`config.mk`:
```
export PLATFORM = sky130hd
export DESIGN_NAME = dmarr_top
export DESIGN_NICKNAME = d
export VERILOG_FILES = /design/src/dmarr_pkg.sv /design/src/dmarr_sticky.sv /design/src/dmarr_top.sv
export SDC_FILE = /design/constraint.sdc
export NUM_CORES = 1
export LEC_CHECK = 0
export ABC_AREA = 0
export BUFFER_PORTS_ARGS = -buffer_cell sky130_fd_sc_hd__buf_2
export CORE_MARGIN = 4
export CORE_UTILIZATION = 49
export DETAILED_ROUTE_END_ITERATION = 16
export GPL_ROUTABILITY_DRIVEN = 0
export PLACE_DENSITY_LB_ADDON = 0.08
export SLEW_MARGIN = 10
export SYNTH_ARGS = -nofsm -noshare
export SYNTH_HDL_FRONTEND = slang
export SYNTH_HIERARCHICAL = 1
export SYNTH_SLANG_ARGS = --single-unit
```
`constraint.sdc`:
```
create_clock -name clk_i -period 2.75 [get_ports clk_i]
set_input_delay 0.1375 -clock clk_i [delete_from_list [all_inputs] [get_ports clk_i]]
set_output_delay 0.1375 -clock clk_i [all_outputs]
set_load 0.02 [all_outputs]
```
`src/dmarr_pkg.sv`:
```
// Constants and carrier types for the DMA register read-request port.
package dmarr_pkg;

    // ------------------------------------------------------------------
    // Register offsets on the bus (byte addresses)
    // ------------------------------------------------------------------
    localparam logic [7:0]  DMARR_OFS_REQUEST = 8'h00;
    localparam logic [7:0]  DMARR_OFS_RESULT  = 8'h04;
    localparam logic [7:0]  DMARR_OFS_STATUS  = 8'h08;

    // ------------------------------------------------------------------
    // Field positions
    // ------------------------------------------------------------------
    localparam int          DMARR_REQ_BIT     = 31;
    localparam int          DMARR_ABORT_BIT   = 30;
    localparam int          DMARR_SEL_MSB     = 7;
    localparam int          DMARR_SEL_LSB     = 2;
    localparam int          DMARR_SEL_W       = 6;
    localparam int          DMARR_DONE_BIT    = 0;
    localparam int          DMARR_BADSEL_BIT  = 1;

    // ------------------------------------------------------------------
    // Reset values
    // ------------------------------------------------------------------
    localparam logic [31:0] DMARR_RST_REQUEST = 32'h0000_0000;
    localparam logic [31:0] DMARR_RST_RESULT  = 32'h0000_0000;
    localparam logic [5:0]  DMARR_RST_SEL     = 6'h00;

    // ------------------------------------------------------------------
    // Offsets of the internal registers that software may select
    // ------------------------------------------------------------------
    localparam logic [7:0]  DMARR_TGT_MW_ADDR = 8'h48;
    localparam logic [7:0]  DMARR_TGT_MR_ADDR = 8'h58;
    localparam logic [7:0]  DMARR_TGT_TIMEOUT = 8'h88;

    // ------------------------------------------------------------------
    // Timing of the forced cancellation
    // ------------------------------------------------------------------
    localparam int          DMARR_CLK_NS      = 10;
    localparam int          DMARR_ABORT_NS    = 20;
    localparam logic [3:0]  DMARR_ABORT_CYC   =
        4'((DMARR_ABORT_NS + DMARR_CLK_NS - 1) / DMARR_CLK_NS);

    // ------------------------------------------------------------------
    // Carrier types
    // ------------------------------------------------------------------
    typedef enum logic [1:0] {
        DMARR_IDLE,
        DMARR_READ,
        DMARR_ABORT
    } dmarr_state_e;

    typedef struct packed {
        logic        valid;
        logic        cancel;
        logic [7:0]  addr;
    } dmarr_core_req_s;

    typedef struct packed {
        logic        ack;
        logic [31:0] data;
    } dmarr_core_rsp_s;

endpackage

```
`src/dmarr_sticky.sv`:
```
// Sticky status flag whose hardware set wins over a software clear.
`timescale 1ns/10ps
module dmarr_sticky
    import dmarr_pkg::*;
(
    input  wire logic clk_i,
    input  wire logic rst_ni,
    input  wire logic set_i,
    input  wire logic clr_i,
    output logic      flag_o
);

    logic flag_d;
    logic flag_q;

    // A set in the same cycle as a clear keeps the flag high.
    assign flag_d = set_i | (flag_q & ~clr_i);

    // Flag storage.
    always_ff @(posedge clk_i or negedge rst_ni) begin
        if (!rst_ni) begin
            flag_q <= 1'b0;
        end else begin
            flag_q <= flag_d;
        end
    end

    assign flag_o = flag_q;

endmodule

```
`src/dmarr_top.sv`:
```
// Indirect read port for internal DMA registers, on classic Wishbone.
//
// What this block does
// - Writing request one launches selected register read.
// - Completion stores value, clears request, flags done.
// - Writing abort one cancels request, clears it.
// - Abort bit clears itself after cancellation.
// - Selector sits in bits 7..2, upper offset.
//
// Added by the designer: the Wishbone register port and the address map.
`timescale 1ns/10ps
module dmarr_top
    import dmarr_pkg::*;
(
    input  wire logic             clk_i,
    input  wire logic             rstn_i,
    input  wire logic             wb_cyc_i,
    input  wire logic             wb_stb_i,
    input  wire logic             wb_we_i,
    input  wire logic [7:0]       wb_adr_i,
    input  wire logic [3:0]       wb_sel_i,
    input  wire logic [31:0]      wb_dat_i,
    output logic      [31:0]      wb_dat_o,
    output logic                  wb_ack_o,
    output dmarr_core_req_s       core_req_o,
    input  wire dmarr_core_rsp_s  core_rsp_i
);

    // ------------------------------------------------------------------
    // Reset synchroniser
    // ------------------------------------------------------------------
    logic rst_meta_q;
    logic rst_n_q;

    // Release the asynchronous reset through two flip-flops. Only the
    // second flop is read by the rest of the block, so a release that
    // lands near a clock edge never reaches the logic half-settled.
    always_ff @(posedge clk_i or negedge rstn_i) begin
        if (!rstn_i) begin
            rst_meta_q <= 1'b0;
            rst_n_q    <= 1'b0;
        end else begin
            rst_meta_q <= 1'b1;
            rst_n_q    <= rst_meta_q;
        end
    end

    // ------------------------------------------------------------------
    // Bus access decode
    // ------------------------------------------------------------------
    logic        ack_q;
    logic        access;
    logic        commit;
    logic        wr_access;
    logic        hit_request;
    logic        hit_result;
    logic        hit_status;
    logic        wr_request;
    logic        wr_status;

    // An access is taken in the first cycle of a strobe, before ack.
    // Read data is captured there, so it stands with the ack that
    // follows; the registered ack costs one wait state per transfer.
    assign access      = wb_cyc_i & wb_stb_i & ~ack_q;
    // A write lands only at the edge where the master samples ack
    // high, so a request abandoned before ack changes nothing.
    assign commit      = wb_cyc_i & wb_stb_i & ack_q;
    assign wr_access   = commit & wb_we_i;
    // Register decode on the full byte address.
    assign hit_request = (wb_adr_i == DMARR_OFS_REQUEST);
    assign hit_result  = (wb_adr_i == DMARR_OFS_RESULT);
    assign hit_status  = (wb_adr_i == DMARR_OFS_STATUS);
    assign wr_request  = wr_access & hit_request;
    assign wr_status   = wr_access & hit_status;

    // ------------------------------------------------------------------
    // Write data of the request register, split by byte lane
    // ------------------------------------------------------------------
    logic        wr_req_one;
    logic        wr_abort_one;
    logic        wr_sel_lane;
    logic [5:0]  wr_sel_val;

    // Control bits live in lane 3, the selector in lane 0. A write to
    // lane 3 alone keeps the stored selector, so software can repeat a
    // read of the same target without rewriting it.
    assign wr_req_one   = wr_request & wb_sel_i[3] & wb_dat_i[DMARR_REQ_BIT];
    assign wr_abort_one = wr_request & wb_sel_i[3]
                        & wb_dat_i[DMARR_ABORT_BIT];
    assign wr_sel_lane  = wr_request & wb_sel_i[0];
    assign wr_sel_val   = wb_dat_i[DMARR_SEL_MSB:DMARR_SEL_LSB];

    // ------------------------------------------------------------------
    // Read sequencer state
    // ------------------------------------------------------------------
    dmarr_state_e    state_q;
    dmarr_state_e    state_d;
    logic [5:0]      sel_q;
    logic [5:0]      sel_d;
    logic [3:0]      abort_cnt_q;
    logic [3:0]      abort_cnt_d;
    logic [31:0]     result_q;
    logic [31:0]     result_d;
    logic            start_read;
    logic            start_abort;
    logic            read_done;
    logic            abort_done;
    logic [7:0]      target_addr;
    logic            target_legal;

    // A write of one launches a read; zeros in the bits do nothing.
    // launch on request
    assign start_read  = wr_req_one & ~wr_abort_one
                       & (state_q == DMARR_IDLE);
    // Abort wins over everything, even a simultaneous request.
    // Software should never do both at once; this only makes it safe.
    // abort cancels request
    assign start_abort = wr_abort_one & (state_q != DMARR_ABORT);
    assign read_done   = (state_q == DMARR_READ) & core_rsp_i.ack
                       & ~start_abort;
    assign abort_done  = (state_q == DMARR_ABORT) & (abort_cnt_q == 4'h1);

    // The selector is written only while no read is outstanding, so
    // the address towards the core cannot change under a pending read.
    // selector bits seven to two
    assign sel_d = (wr_sel_lane && state_q == DMARR_IDLE) ? wr_sel_val
                                                          : sel_q;

    // Byte offset of the internal register: selector above two zeros.
    assign target_addr  = {sel_d, 2'b00};
    // Flags a selector outside the permitted set; the read still runs.
    // permitted offsets check
    assign target_legal = (target_addr == DMARR_TGT_MW_ADDR)
                        | (target_addr == DMARR_TGT_MR_ADDR)
                        | (target_addr == DMARR_TGT_TIMEOUT);

    // Next-state logic of the sequencer. The abort counter runs only
    // in the abort state; its load value sets how many cycles the
    // cancel is held towards the core before the port is free again.
    always_comb begin
        state_d     = state_q;
        abort_cnt_d = abort_cnt_q;
        case (state_q)
            DMARR_IDLE: begin
                if (start_abort) begin
                    state_d     = DMARR_ABORT;
                    abort_cnt_d = DMARR_ABORT_CYC;
                end else if (start_read) begin
                    state_d = DMARR_READ;
                end
            end
            DMARR_READ: begin
                if (start_abort) begin
                    state_d     = DMARR_ABORT;
                    abort_cnt_d = DMARR_ABORT_CYC;
                end else if (read_done) begin
                    state_d = DMARR_IDLE;
                end
            end
            DMARR_ABORT: begin
                abort_cnt_d = abort_cnt_q - 4'h1;
                if (abort_done) begin
                    state_d = DMARR_IDLE;
                end
            end
            default: begin
                state_d     = DMARR_IDLE;
                abort_cnt_d = 4'h0;
            end
        endcase
    end

    // The result only moves on a completed read, never on a cancel.
    // A core answer that arrives during a cancel is dropped here.
    // keep last value
    assign result_d = read_done ? core_rsp_i.data : result_q;

    // Sequencer registers.
    always_ff @(posedge clk_i or negedge rst_n_q) begin
        if (!rst_n_q) begin
            state_q     <= DMARR_IDLE;
            sel_q       <= DMARR_RST_SEL;
            abort_cnt_q <= 4'h0;
            result_q    <= DMARR_RST_RESULT;
        end else begin
            state_q     <= state_d;
            sel_q       <= sel_d;
            abort_cnt_q <= abort_cnt_d;
            result_q    <= result_d;
        end
    end

    // ------------------------------------------------------------------
    // Port to the internal DMA registers
    // ------------------------------------------------------------------
    dmarr_core_req_s core_req_d;
    dmarr_core_req_s core_req_q;

    // Request is held while reading; cancel is held while aborting.
    // The address follows the selector even while idle; the core only
    // looks at it while valid is high, and it cannot move during a read.
    // drive core read
    assign core_req_d.valid  = (state_d == DMARR_READ);
    assign core_req_d.cancel = (state_d == DMARR_ABORT);
    assign core_req_d.addr   = target_addr;

    // Registered so the core sees clean, glitch-free levels.
    always_ff @(posedge clk_i or negedge rst_n_q) begin
        if (!rst_n_q) begin
            core_req_q <= '0;
        end else begin
            core_req_q <= core_req_d;
        end
    end

    assign core_req_o = core_req_q;

    // ------------------------------------------------------------------
    // Status flags
    // ------------------------------------------------------------------
    logic done_flag;
    logic badsel_flag;
    logic clr_done;
    logic clr_badsel;

    // Software clears a flag by writing one to it in lane 0.
    assign clr_done   = wr_status & wb_sel_i[0] & wb_dat_i[DMARR_DONE_BIT];
    assign clr_badsel = wr_status & wb_sel_i[0]
                      & wb_dat_i[DMARR_BADSEL_BIT];

    // Read-done flag, set when a read completes. A completion in the
    // same cycle as a software clear keeps the flag set, so software
    // never misses the end of a read.
    // set done flag
    dmarr_sticky u_done_flag (
        .clk_i  (clk_i),
        .rst_ni (rst_n_q),
        .set_i  (read_done),
        .clr_i  (clr_done),
        .flag_o (done_flag)
    );

    // Selector-outside-permitted-set flag, set at launch.
    // The read still runs; the flag only tells software it chose badly.
    dmarr_sticky u_badsel_flag (
        .clk_i  (clk_i),
        .rst_ni (rst_n_q),
        .set_i  (start_read & ~target_legal),
        .clr_i  (clr_badsel),
        .flag_o (badsel_flag)
    );

    // ------------------------------------------------------------------
    // Read-back values
    // ------------------------------------------------------------------
    logic        busy_read;
    logic        busy_abort;
    logic [31:0] request_view;
    logic [31:0] status_view;
    logic [31:0] rd_mux;

    // Pending and cancelling as seen by software.
    assign busy_read  = (state_q == DMARR_READ);
    assign busy_abort = (state_q == DMARR_ABORT);

    // Request bit reads one while a read is pending, abort while
    // cancelling; both return to zero on their own.
    // self-clearing request
    assign request_view = DMARR_RST_REQUEST
                        | ({31'h0, busy_read} << DMARR_REQ_BIT)
                        | ({31'h0, busy_abort} << DMARR_ABORT_BIT)
                        | ({26'h0, sel_q} << DMARR_SEL_LSB);

    assign status_view  = ({31'h0, done_flag} << DMARR_DONE_BIT)
                        | ({31'h0, badsel_flag} << DMARR_BADSEL_BIT);

    // Unmapped addresses and reserved bits read as zero, so software
    // never sees stale state through an unused field.
    assign rd_mux = hit_request ? request_view :
                    hit_result  ? result_q     :
                    hit_status  ? status_view  : 32'h0000_0000;

    // ------------------------------------------------------------------
    // Bus answer
    // ------------------------------------------------------------------
    logic [31:0] dat_q;

    // Ack comes one cycle after the strobe and falls the cycle after.
    // Read data is zero outside a read, so the bus idles at zeros.
    always_ff @(posedge clk_i or negedge rst_n_q) begin
        if (!rst_n_q) begin
            ack_q <= 1'b0;
            dat_q <= 32'h0000_0000;
        end else begin
            ack_q <= access;
            dat_q <= (access && !wb_we_i) ? rd_mux : 32'h0000_0000;
        end
    end

    assign wb_ack_o = ack_q;
    assign wb_dat_o = dat_q;

endmodule

```
==> out/metrics.cfg <==
[global_routing]
grt_antenna_before_repair=0
grt_pass1_vias=2169
grt_pass1_wl_mm=10.7
overflow=0
track_usage=0.161
grt_start_max_net_pins=82

[clocking]
cts_root_buffer=clkbuf_8
cts_buffers=9
tritoncts=built
post_cts_buffers=0
clk_latency_ns=0.34
cts_sinks=83
htree_levels=3
path_clk_slew_ns=0.09
clk_path_buf_depth=2

[route]
antenna_left=0
first_pass_iters=4
post_drt_wl_per_cell_um=14.2
routed_via_density=4.78
drc_errors=0
first_iter_violations=73
num_vias=2143
wl_mm=6.34

[timing]
max_freq_mhz=512
tns_ns=0
hold_viol=0
min_period_ns=1.95
report.final.slew_viol_count=0
rsz0062_at_grt=false
max_slew_margin=0.319
fin_crit_sh=0.710
worst_slack_ns=0.796
finalSetupViolations=0
worst_pin_slew_ns=1.02
fin_worst_skew_ns=0.00889

[power_and_ir_drop]
power.density_mw_per_mm2=559
cellLeakagePower_nw=2.21
vdd_drop_max_uv=274

[setup_path]
cp-end-kind=flip-flop
r2r_start=wb_ack_o$_DFF_PN0_
slowest_stage=or4b_1
cp_data_required_time_ns=3.03
critPathMaxFanout=22
cp_num_buf_inv=0
crit_chain=nor4bb_1 > or4b_1 > nor2_4 > and2_1
timing.rr.end=wb_dat_o[22]$_DFF_PN0_
slowest_delay_ns=0.54
crit_family=simple AND/OR/NAND/NOR gates
setup.worst_path.class=reg2reg
critPathArrivalTime_ns=2.23
reg2reg_slack_ns=0.80
startpoint_type=flip-flop
ff2ff_path_depth=4

[floorplan]
ios=125
chipHeight_um=91.5
row_count=30
initial_utilization=0.503
core_area_mm2=0.00679
die_w_um=91.5
die_area_mm2=0.00837

[min_path]
min_to=result_q[3]$_DFFE_PN0P_
worstHoldPathCells=2
hold_path_class=in2reg
min_from=core_rsp_i[3]

[synth]
synthDominantCellAreaShare=0.608
ys.flop_type=dfrtp_1
yosysSeqAreaShare=0.608
avgSynthCellArea_um2=14.1
ys_seq_elements=83
synth_area_mm2=0.00342
synth_cell_types=45
synth_edf_count=0
synth_area_leaders=dfrtp_1 (61%), mux2_4 (13%), and2_1 (4.4%)
synthCells=243
yosysWarnings=6
async_flop_share=1.00
synth_top_area_cell=dfrtp_1

[final_layout]
fin_area_mm2=0.00420
fillers=554
layout.nets=431
final_layout_size_suffix_gt1_frac=0.457
fin_util=0.619
antenna_cells=0
area_growth_syn_to_layout_pct=23.1
fin_cells=448

[run]
cap_violations=0

[placed_design]
dpl.hpwl_mm=4.46
dpl-instance-area_mm2=0.00399
dp_slack_ns=0.493
dpl.cell_count=430
portBuffers=98

[outcome]
status=finished clean

==> flip-flops by register name, indices dropped and copies added (netlist names) <==
signal,flops
rst_n_q,1
u_done_flag/flag_o,1
abort_cnt_q,4
result_q,32
wb_ack_o,1
state_q,2
core_req_o,8
rst_meta_q,1
wb_dat_o,32
u_badsel_flag/flag_o,1
==> placed cells by master, fill, tap and decap left out, drive strengths merged, types with 2 or more instances in the layout <==
master,count
nor2b,2
inv,6
ha,2
a21o,3
nor3,3
a22oi,2
and2,24
clkbuf,11
mux2,40
o22ai,3
nor3b,3
nand2,2
nor2,23
dfrtp,83
o31ai,2
buf,102
nand4,2
dlygate4sd3,2
mux2i,7
a21oi,3
clkinvlp,2
nor4bb,2
conb,3
nand2b,2
nor4,2
==> cell usage after synthesis (2+ instances only) <==
cell / n
a21o_1: 3
a21oi_1: 3
a22oi_1: 2
and2_1: 24
buf_2: 2
buf_4: 2
buf_6: 3
clkbuf_1: 2
clkbuf_2: 2
conb_1: 2
dfrtp_1: 83
ha_1: 2
inv_1: 5
mux2_2: 11
mux2_4: 29
mux2i_1: 7
nand2_1: 2
nand2b_1: 2
nand4_1: 2
nor2_1: 22
nor2b_1: 2
nor3_1: 3
nor3b_1: 2
nor4bb_1: 2
o22ai_1: 3
o31ai_1: 2
==> worst max-delay path by stage <==
stage,slack [ns],endpoint,cells past startpoint,from
after CTS,0.77,wb_dat_o[20]$_DFF_PN0_,4,wb_ack_o$_DFF_PN0_
after floorplan,0.27,abort_cnt_q[0]$_DFFE_PN0P_,0,rst_n_q$_DFF_PN0_
final,0.80,wb_dat_o[22]$_DFF_PN0_,4,wb_ack_o$_DFF_PN0_
after detailed placement,0.49,core_req_o[6]$_DFF_PN0_,5,wb_adr_i[5]
after global placement,0.53,core_req_o[7]$_DFF_PN0_,5,wb_adr_i[5]
after global routing,0.59,wb_dat_o[8]$_DFF_PN0_,4,wb_ack_o$_DFF_PN0_
==> kinds of logic (layout without fill, tap and decap cells) <==
group,count (synthesis),count (layout),synth area share
other,2,3,0.00220
adders and majority gates,2,2,0.00732
DFF,83,83,0.608
muxes,47,47,0.184
AOI/OAI and AO/OA,18,18,0.0370
and+or+nand+nor,74,74,0.132
buffers and inverters,17,125,0.0289
==> per-stage QoR <==
stage                     hold slack [ns]  power [mW]
after floorplan                    -0.158        1.45
after global placement            -0.0770        1.51
after detailed placement          -0.0756        1.52
after CTS                        0.000921        2.38
after global routing              0.00259        2.46
final                              0.0185        2.35
==> final cells by class <==
cell class,count,area (um2),share of cell area
clock buffers,11,131,0.0313
inverters,5,18.8,0.00446
repair buffers,104,541,0.129
flip-flops and latches,83,2080,0.495
multi-input cells,144,1250,0.297
clock inverters,5,62.6,0.0149
well taps,96,120,0.0286
==> what timing repair did <==
item | CTS | global route
hold endpoints to repair | 3 | 0
hold buffers | 2 | 0
gates resized for setup | 0 | 0
==> worst register-to-register path, cell delays in order (launching register included) <==
cell and delay [ns]:
dfrtp_1 0.43, nor4bb_1 0.35, or4b_1 0.54, nor2_4 0.37, and2_1 0.20
==> power by group <==
group	total, mW	leakage [nW]	switching [mW]	internal [mW]
clock network	0.855	0.0901	0.430	0.425
registers	1.33	1.09	0.0523	1.28
logic	0.163	1.03	0.0510	0.112
==> routing by layer <==
metal  vias to the layer above  wire length [um]  part of all wire  global-route usage
met5                         -                 0                 0                   0
met4                         0                84             0.013              0.0716
met3                        10               445             0.070              0.0439
met2                        74              2800              0.44               0.227
met1                      1019              3010              0.47               0.232
li1                       1040                 -                 -                   -
No activity file was read; power rests on OpenSTA's default activity.
